**src/inc/irq_vec_defines.svh**
```systemverilog
// Offsets, field positions, reset values and vector numbers of the interrupt vectoring block
`ifndef IRQ_VEC_DEFINES_SVH
`define IRQ_VEC_DEFINES_SVH

// ==========================================================================
// Register byte addresses; the vector register's word index is its printed
// offset, so its byte address is four times that, cut to the bus width
`define SYS_VECTOR_ADDR      12'h078
`define IRQ_MASK_ADDR        12'h020
`define IRQ_CTRL_ADDR        12'h024
`define IRQ_STATUS_ADDR      12'h028
`define SW_REQ_ADDR          12'h02C
`define SYS_VECTOR_PRINTED   16'h701E

// ==========================================================================
// Field positions and reset values
`define CTRL_GIE_BIT         0
`define CTRL_NMI_POL_BIT     1
`define CTRL_EXT_POL_LSB     2
`define CTRL_EXT_PRI_BIT     4
`define STAT_VEC_PEND_BIT    0
`define STAT_ACK_BIT         1
`define SW_KIND_LSB          8
`define SYS_VECTOR_RESET     16'h0000
`define IRQ_MASK_RESET       6'h00
`define IRQ_CTRL_RESET       5'h00

// ==========================================================================
// Vector numbers
`define VEC_RESET            5'h00
`define VEC_LEVEL_BASE       5'h01
`define VEC_RSVD_LOW         5'h07
`define VEC_TRAP             5'h11
`define VEC_NMI              5'h12
`define VEC_RSVD_HIGH        5'h13

`endif

```
**src/inc/irq_vec_pkg.sv**
```systemverilog
// Types shared by the interrupt vectoring block
package irq_vec_pkg;

  // ========================================================================
  // Software request kinds
  typedef enum logic [1:0] {
    sw_numbered,
    sw_nmi,
    sw_trap,
    sw_none
  } sw_kind_t;

  // ========================================================================
  // Acknowledge carrier toward the core sequencer
  typedef struct packed {
    logic       valid;
    logic       maskable;
    logic [4:0] number;
    logic [5:0] location;
  } ack_t;

endpackage : irq_vec_pkg

```
**src/design/irq_vec.sv**
```systemverilog
// Interrupt receive, rank, acknowledge and vector latch with APB registers
//
// Behaviour
// [RULE1] Vector register ignores software writes
// [RULE2] Vector register upper byte reads zero
// [RULE3] Acknowledged maskable request loads peripheral offset
// [RULE4] Vector register resets to zero
// [RULE5] Accept numbered, nonmaskable and trap instructions
// [RULE6] External pins: programmable polarity and priority
// [RULE7] Peripheral requests count as hardware sources
// [RULE8] Simultaneous hardware requests served by rank
// [RULE9] Software masks each maskable level
// [RULE10] Nonmaskable requests always taken
// [RULE11] Reset pin active low, nonmaskable pin programmable
// [RULE12] Vector location is twice the number
// [RULE13] Reset, reserved, nonmaskable, reserved rank fixed
// [RULE14] Six levels rank four through nine
// [RULE15] Receive, acknowledge, then execute in order
// [RULE16] Nonmaskable immediate, maskable needs enables
// [RULE17] Core fetches branch at vector location
// [RULE18] Pending flag set on latch, cleared on read
// [RULE19] Nonmaskable request goes to location 24h
// [RULE20] Latched offset held until next acknowledge
// [RULE21] Peripheral holds offset stable during acknowledge
`timescale 1ns/1ps
`default_nettype none
`include "irq_vec_defines.svh"

module irq_vec
  import irq_vec_pkg::*;
#(
  parameter int LEVELS = 6
) (
  // Clock, reset, enable
  input  wire logic              pclk,
  input  wire logic              presetn,
  input  wire logic              clk_en,
  // APB slave
  input  wire logic              psel,
  input  wire logic              penable,
  input  wire logic              pwrite,
  input  wire logic [11:0]       paddr,
  input  wire logic [31:0]       pwdata,
  output logic      [31:0]       prdata,
  output logic                   pready,
  output logic                   pslverr,
  // External pins, asynchronous
  input  wire logic              hardware_reset_pin_n,
  input  wire logic              nmi_pin,
  input  wire logic [1:0]        ext_pin,
  // Peripheral requests per level and vector offset bus
  input  wire logic [LEVELS-1:0] periph_req,
  input  wire logic [7:0]        periph_offset,
  // Software requests from the instruction decoder
  input  wire logic              sw_req,
  input  wire sw_kind_t          sw_kind,
  input  wire logic [4:0]        sw_number,
  // Acknowledge and execution handshake with core sequencer
  output ack_t                   ack,
  input  wire logic              svc_done
);

  // ========================================================================
  // Pin synchronisers
  logic [3:0] sync1_reg;
  logic [3:0] sync2_reg;
  always_ff @(posedge pclk or negedge presetn) begin
    if (!presetn) begin
      sync1_reg <= 4'hF;
      sync2_reg <= 4'hF;
    end else if (clk_en) begin
      sync1_reg <= {hardware_reset_pin_n, nmi_pin, ext_pin};
      sync2_reg <= sync1_reg;
    end
  end

  // ========================================================================
  // Registers
  logic [7:0]        vec_offset_reg;
  logic              vec_pend_reg;
  logic [LEVELS-1:0] mask_reg;
  logic [4:0]        ctrl_reg;
  logic [LEVELS-1:0] level_flag_reg;
  logic              nmi_pend_reg;
  logic              rst_pend_reg;
  logic              sw_pend_reg;
  logic [4:0]        sw_num_reg;
  logic              sw_mask_intm_reg;
  logic              intm_reg;
  logic              nmi_lock_reg;
  logic              nmi_prev_reg;
  logic [LEVELS-1:0] hw_prev_reg;

  wire logic wr_en = psel && penable && pwrite && clk_en;
  wire logic rd_en = psel && penable && !pwrite && clk_en;

  // Polarity: pin is active when it differs from the polarity bit inverted
  wire logic       nmi_act = sync2_reg[2] ^ ~ctrl_reg[`CTRL_NMI_POL_BIT];          // [RULE11]
  wire logic [1:0] ext_act = sync2_reg[1:0] ^ ~ctrl_reg[`CTRL_EXT_POL_LSB +: 2];   // [RULE6]
  wire logic       rst_act = !sync2_reg[3];                                        // [RULE11]

  // External pins feed levels one and two; priority bit swaps which pin drives each level
  logic [LEVELS-1:0] hw_req;
  always_comb begin
    hw_req    = periph_req;                                                       // [RULE7]
    hw_req[0] = periph_req[0] | ext_act[0];                                       // [RULE6]
    hw_req[1] = periph_req[1] | ext_act[1];
    if (ctrl_reg[`CTRL_EXT_PRI_BIT]) begin
      hw_req[0] = periph_req[0] | ext_act[1];
      hw_req[1] = periph_req[1] | ext_act[0];
    end
  end

  // ========================================================================
  // Receive phase: sticky pending flags
  typedef enum logic [1:0] {st_idle, st_ack, st_exec} phase_t;
  phase_t phase_reg;

  logic       take;
  logic       take_mask;
  logic [4:0] take_num;
  logic [2:0] take_lvl;

  always_ff @(posedge pclk or negedge presetn) begin
    if (!presetn) begin
      level_flag_reg <= '0;
      nmi_pend_reg   <= 1'b0;
      rst_pend_reg   <= 1'b0;
      nmi_prev_reg   <= 1'b0;
      hw_prev_reg    <= '0;
      sw_pend_reg    <= 1'b0;
      sw_num_reg     <= 5'h00;
      sw_mask_intm_reg <= 1'b0;
    end else if (clk_en) begin
      nmi_prev_reg <= nmi_act;
      hw_prev_reg  <= hw_req;
      // Rising edge sets a flag: a line held until its acknowledge must not pend twice
      for (int i = 0; i < LEVELS; i++) begin
        if (hw_req[i] && !hw_prev_reg[i])
          level_flag_reg[i] <= 1'b1;                          // set wins over clear [RULE15]
        else if (take && take_mask && take_lvl == 3'(i))
          level_flag_reg[i] <= 1'b0;
      end
      if (nmi_act && !nmi_prev_reg)
        nmi_pend_reg <= 1'b1;
      else if (take && take_num == `VEC_NMI)
        nmi_pend_reg <= 1'b0;
      if (rst_act)
        rst_pend_reg <= 1'b1;
      else if (take && take_num == `VEC_RESET)
        rst_pend_reg <= 1'b0;
      if (sw_req && sw_kind != sw_none && !sw_pend_reg) begin                    // [RULE5]
        sw_pend_reg <= 1'b1;
        case (sw_kind)
          sw_nmi: begin
            sw_num_reg       <= `VEC_NMI;                                        // [RULE19]
            sw_mask_intm_reg <= 1'b1;
          end
          sw_trap: begin
            sw_num_reg       <= `VEC_TRAP;
            sw_mask_intm_reg <= 1'b0;
          end
          default: begin
            sw_num_reg       <= sw_number;
            sw_mask_intm_reg <= 1'b1;
          end
        endcase
      end else if (take && !take_mask && sw_pend_reg && take_num == sw_num_reg) begin
        sw_pend_reg <= 1'b0;
      end
    end
  end

  // ========================================================================
  // Arbitration by fixed rank
  always_comb begin
    take      = 1'b0;
    take_mask = 1'b0;
    take_num  = 5'h00;
    take_lvl  = 3'h0;
    if (phase_reg == st_idle) begin
      if (rst_pend_reg) begin                                                    // [RULE13]
        // Reset vector waits for the pin's release; nothing else is taken meanwhile
        take     = !rst_act;                                                     // [RULE11]
        take_num = `VEC_RESET;
      end else if (nmi_pend_reg && !nmi_lock_reg) begin                          // [RULE10]
        take     = 1'b1;
        take_num = `VEC_NMI;                                                     // [RULE19]
      end else if (sw_pend_reg) begin                                            // [RULE16]
        take     = 1'b1;
        take_num = sw_num_reg;
      end else if (!intm_reg && ctrl_reg[`CTRL_GIE_BIT]) begin                   // [RULE16]
        for (int i = LEVELS - 1; i >= 0; i--) begin
          if (level_flag_reg[i] && mask_reg[i]) begin                            // [RULE9]
            take      = 1'b1;
            take_mask = 1'b1;
            take_lvl  = 3'(i);
            take_num  = 5'(`VEC_LEVEL_BASE + 5'(i));                             // [RULE14] [RULE8]
          end
        end
      end
    end
  end

  // ========================================================================
  // Acknowledge and execute phases
  always_ff @(posedge pclk or negedge presetn) begin
    if (!presetn) begin
      phase_reg    <= st_idle;
      ack          <= '0;
      intm_reg     <= 1'b1;
      nmi_lock_reg <= 1'b0;
    end else if (clk_en) begin
      case (phase_reg)
        st_idle: begin
          ack.valid <= 1'b0;
          if (take) begin                                                        // [RULE15]
            phase_reg    <= st_ack;
            ack.valid    <= 1'b1;
            ack.maskable <= take_mask;
            ack.number   <= take_num;
            ack.location <= {take_num, 1'b0};                                    // [RULE12] [RULE17]
            if (take_num == `VEC_NMI)
              nmi_lock_reg <= 1'b1;
            if (take_mask || take_num == `VEC_RESET || take_num == `VEC_NMI ||
                (sw_pend_reg && sw_mask_intm_reg))
              intm_reg <= 1'b1;
          end
        end
        st_ack: begin
          ack.valid <= 1'b0;
          phase_reg <= st_exec;
        end
        default: begin
          if (svc_done) begin
            phase_reg    <= st_idle;
            intm_reg     <= 1'b0;
            nmi_lock_reg <= 1'b0;
          end
        end
      endcase
    end
  end

  // ========================================================================
  // Vector offset latch and pending flag
  wire logic vec_rd = rd_en && paddr == `SYS_VECTOR_ADDR;
  always_ff @(posedge pclk or negedge presetn) begin
    if (!presetn) begin
      vec_offset_reg <= 8'(`SYS_VECTOR_RESET);                                   // [RULE4]
    end else if (clk_en && take && take_mask) begin
      vec_offset_reg <= periph_offset;                                           // [RULE3] [RULE21]
    end                                                                          // [RULE20]
  end

  always_ff @(posedge pclk or negedge presetn) begin
    if (!presetn)
      vec_pend_reg <= 1'b0;
    else if (clk_en && take && take_mask)
      vec_pend_reg <= 1'b1;                                                      // [RULE18]
    else if (vec_rd)
      vec_pend_reg <= 1'b0;                                                      // [RULE18]
  end

  // ========================================================================
  // APB writes; vector register has no write path
  always_ff @(posedge pclk or negedge presetn) begin
    if (!presetn) begin
      mask_reg <= LEVELS'(`IRQ_MASK_RESET);
      ctrl_reg <= `IRQ_CTRL_RESET;
    end else if (wr_en) begin
      if (paddr == `IRQ_MASK_ADDR)
        mask_reg <= pwdata[LEVELS-1:0];                                          // [RULE9]
      else if (paddr == `IRQ_CTRL_ADDR)
        ctrl_reg <= pwdata[4:0];                                                 // [RULE6]
    end                                                                          // [RULE1]
  end

  // ========================================================================
  // APB read data, registered at setup so it stands in the access phase
  always_ff @(posedge pclk or negedge presetn) begin
    if (!presetn) begin
      prdata <= 32'h0000_0000;
    end else if (clk_en && psel && !penable) begin
      if (paddr == `SYS_VECTOR_ADDR)
        prdata <= {24'h00_0000, vec_offset_reg};                                 // [RULE2]
      else if (paddr == `IRQ_MASK_ADDR)
        prdata <= {26'h000_0000, mask_reg};
      else if (paddr == `IRQ_CTRL_ADDR)
        prdata <= {27'h000_0000, ctrl_reg};
      else if (paddr == `IRQ_STATUS_ADDR)
        prdata <= {16'h0000, level_flag_reg, 4'h0, intm_reg,
                   1'b0, phase_reg, ack.valid, vec_pend_reg};
      else
        prdata <= 32'h0000_0000;
    end
  end

  // Unmapped addresses answer with an error
  wire logic mapped = paddr == `SYS_VECTOR_ADDR || paddr == `IRQ_MASK_ADDR ||
                      paddr == `IRQ_CTRL_ADDR || paddr == `IRQ_STATUS_ADDR;
  assign pready  = clk_en;
  assign pslverr = psel && penable && !mapped;

endmodule : irq_vec
`default_nettype wire

```
**config.mk**
```make
export PLATFORM = sky130hd
export DESIGN_NAME = irq_vec
export DESIGN_NICKNAME = d
export VERILOG_FILES = /design/src/inc/irq_vec_pkg.sv /design/src/design/irq_vec.sv
export VERILOG_INCLUDE_DIRS = /design/src /design/src/inc
export SDC_FILE = /design/constraint.sdc
export NUM_CORES = 1
export LEC_CHECK = 0
export BUFFER_PORTS_ARGS = -buffer_cell sky130_fd_sc_hd__buf_2
export CAP_MARGIN = 20
export CORE_UTILIZATION = 42
export DETAILED_ROUTE_END_ITERATION = 10
export PLACE_DENSITY = 0.81
export REMOVE_ABC_BUFFERS = 1
export SYNTH_ARGS = -nofsm -noshare
export SYNTH_HDL_FRONTEND = slang
export SYNTH_SLANG_ARGS = --single-unit
```
**constraint.sdc**
```tcl
create_clock -name pclk -period 2.09 [get_ports pclk]
set_clock_uncertainty 0.15 [all_clocks]
set_input_delay 0.209 -clock pclk [delete_from_list [all_inputs] [get_ports pclk]]
set_output_delay 0.209 -clock pclk [all_outputs]
set_load 0.005 [all_outputs]
```
==> flow_summary.toml <==
[die]
io_pins = 124
initial_core_util = 0.437
floorplan.core_area_um2 = 8760
rows = 34
die_y_um = 97.5
die_w_um = 97.5
die-area_um2 = 9510

[run_status]
status = "finished, violations left"
violations = "setup timing"

[pwr]
combPwrFrac = 0.310
ir_drop_v = 0.000381
power_switching_w = 0.00139
sequentialPowerShare = 0.427
leakagePower_nw = 2.54
p_clk_frac = 0.263
p_total_w = 0.00424
switching_share = 0.329
p_int_w = 0.00284
p_per_area_nw_per_um2 = 814

[placed_design]
place_hpwl_mm = 7.08
dp_cells = 586
gp_congestion = 0.947
dp_slack_ps = -163
port_buffers = 78

[yosys]
yosys-top-cells-area = "dfrtp_1, mux2_2, dfstp_2"
synth_top_area_share = 0.431
ys_seq_area_frac = 0.493
async_flop_share = 1.00
synthTopCellsByCount = "dfrtp_1, nand2_1, mux2_2, o21ai_0, buf_4"
yosys_warnings = 0
synth.most_common_cell = "dfrtp_1"
synth_top_area_cell = "dfrtp_1"
synth_flop_cell = "dfrtp_1"
synth-edff-count = 0
mappedNetlistArea_um2 = 3830
synthCells = 377
yosys_register_bits = 75
synthDistinctLibCells = 63
syn_avg_cell_area_um2 = 10.2

[sta]
rsz0062_at_grt = "true"
layout_setup_ws_ps = -215
finalHoldViolations = 0
finalCritPeriodShare = 1.10
relSlewSlack = 0.582
final.min_clock_period_ps = 2310
slew_viol_final = 0
max_freq_mhz = 434
setup_viol = 10
hold_slack_ps = 40.4
worst_pin_slew_ps = 627

[setup_path]
rr_startpoint = "phase_reg[0]"
critPathLaunchType = "register"
r2r-end = "level_flag_reg[5]"
path_class = "register to register"
crit_arrival_ps = 2380
cp_max_fo = 3
ff2ff_path_depth = 6
ff2ff_setup_slack_ps = -220
worst_ep_required_time_ps = 2170
critical_path.endpoint_type = "register"

[clock_tree]
htreeDepth = 3
cts_made_buffers = 9
numClockSinks = 75
cts_buffer_depth = 2
root_buffer = "clkbuf_8"
cts_tree = "done"
clkTransAtPathRegs_ps = 80
worstSkewPairLatency_ps = 350

[finish]
nFillCells = 698
syn2layout_area_growth_pct = 35.8
drive_above_1_share = 0.394
final_util = 0.594
n_antenna_cell = 0
num-nets-final = 603
largest_reg_flops = 14
final_cells = 636

[run]
drv_cap = 0

[hold_path]
hold_class = "primary input to register"
hp-start = "svc_done"
holdPathEnd = "phase_reg[1]"
whs_path_depth = 4

[global_routing]
antenna_found_initial = 0
gr-usage-all-layers = 0.220
grt_pass1_vias = 3390
grt_start_max_net_pins = 35
grt_overflow_total = 0
grt_pass1_wl_mm = 16.6

[detailed_routing]
drt_iter0_markers = 394
vias = 3534
drt_wl_total_mm = 10.7
wl_per_cell_um = 16.9
drc = 0
drt_pre_antenna_iters = 6
antenna_left = 0
viasPerCell = 5.56
repair_timing:
action,CTS,global route
setup endpoints to repair,9,26
resized for setup,13,27
endpoints found under the hold margin,60,0
pin swaps,1,10
cloned,0,1
hold buffers,29,0
buffers inserted,2,3
routing by layer:
layer	GRT usage	part of all wire	routed length [um]	up-vias
met5	0	0	0	-
met4	0.113	0.029	312	0
met3	0.0410	0.062	670	36
met2	0.361	0.49	5290	180
met1	0.278	0.42	4470	1714
li1	-	-	-	1604
worst max path at each step:
stage	start	end
after floorplan	level_flag_reg[2]	ack[10]
after detailed placement	sw_pend_reg	level_flag_reg[5]
after global placement	intm_reg	level_flag_reg[5]
final	phase_reg[0]	level_flag_reg[5]
after global routing	phase_reg[0]	level_flag_reg[5]
after CTS	sw_pend_reg	level_flag_reg[5]
power by group through the flow:
stage | combinational (W) | clock (W) | sequential (W)
after global placement | 0.00106 | 0 | 0.00181
after floorplan | 0.000537 | 0 | 0.00185
after CTS | 0.00119 | 0.00113 | 0.00180
final | 0.00131 | 0.00111 | 0.00181
after global routing | 0.00143 | 0.00120 | 0.00183
after detailed placement | 0.00110 | 0 | 0.00182
cell type report:
cell class | instances | area, um^2 | share of cell area
clock buffer | 11 | 141 | 0.0272
clock inverter | 5 | 52.6 | 0.0101
inverter | 17 | 63.8 | 0.0123
multi-input combinational | 268 | 1850 | 0.356
sequential | 75 | 1890 | 0.363
tap | 108 | 135 | 0.0260
timing repair buffer | 152 | 1070 | 0.205
critical path, cell delays in order (launching register included):
cell	delay [ps]
dfrtp_1	390
or3_4	420
nor3_4	280
nand2_1	120
or4_4	550
o31ai_4	180
o21ai_1	90
per-stage QoR:
| stage | setup TNS, ps | area [um^2] |
|---|---|---|
| after floorplan | -2740 | 3660 |
| after global placement | -301 | 4510 |
| after detailed placement | -1070 | 4510 |
| after CTS | -257 | 5050 |
| after global routing | -2620 | 5200 |
| final | -812 | 5200 |
cell usage in the layout (no fill, tap or decap), types with 3 or more instances in the layout:
master         count
nand2_1           49
clkinv_2           3
and3_1             4
nor2_1            16
buf_12             3
o22ai_1            4
buf_2             78
inv_1             17
nor3_1             3
nor3_4             3
a221oi_1           5
dlygate4sd3_1     29
a22o_1             7
mux2_2            28
o21ai_0           23
a21oi_1           14
ha_1               3
nand4_1            5
dfstp_2            9
o21ai_1            7
buf_4             39
conb_1            19
dfrtp_1           66
buf_6              3
nand2_2            7
xnor2_1            3
nand3_1            8
clkbuf_8          10
logic make-up after synthesis:
| group | Yosys count | share of synthesized area |
|---|---|---|
| adder cells (fa/ha/maj) | 3 | 0.00980 |
| AND/OR/NAND/NOR | 122 | 0.161 |
| flip-flops | 75 | 0.493 |
| multiplexers | 32 | 0.0934 |
| buffers and inverters | 53 | 0.0800 |
| AO/OA/AOI/OAI | 87 | 0.153 |
| XOR/XNOR | 4 | 0.00915 |
| other | 1 | 0.000979 |
No activity file was read; power rests on OpenSTA's default activity.
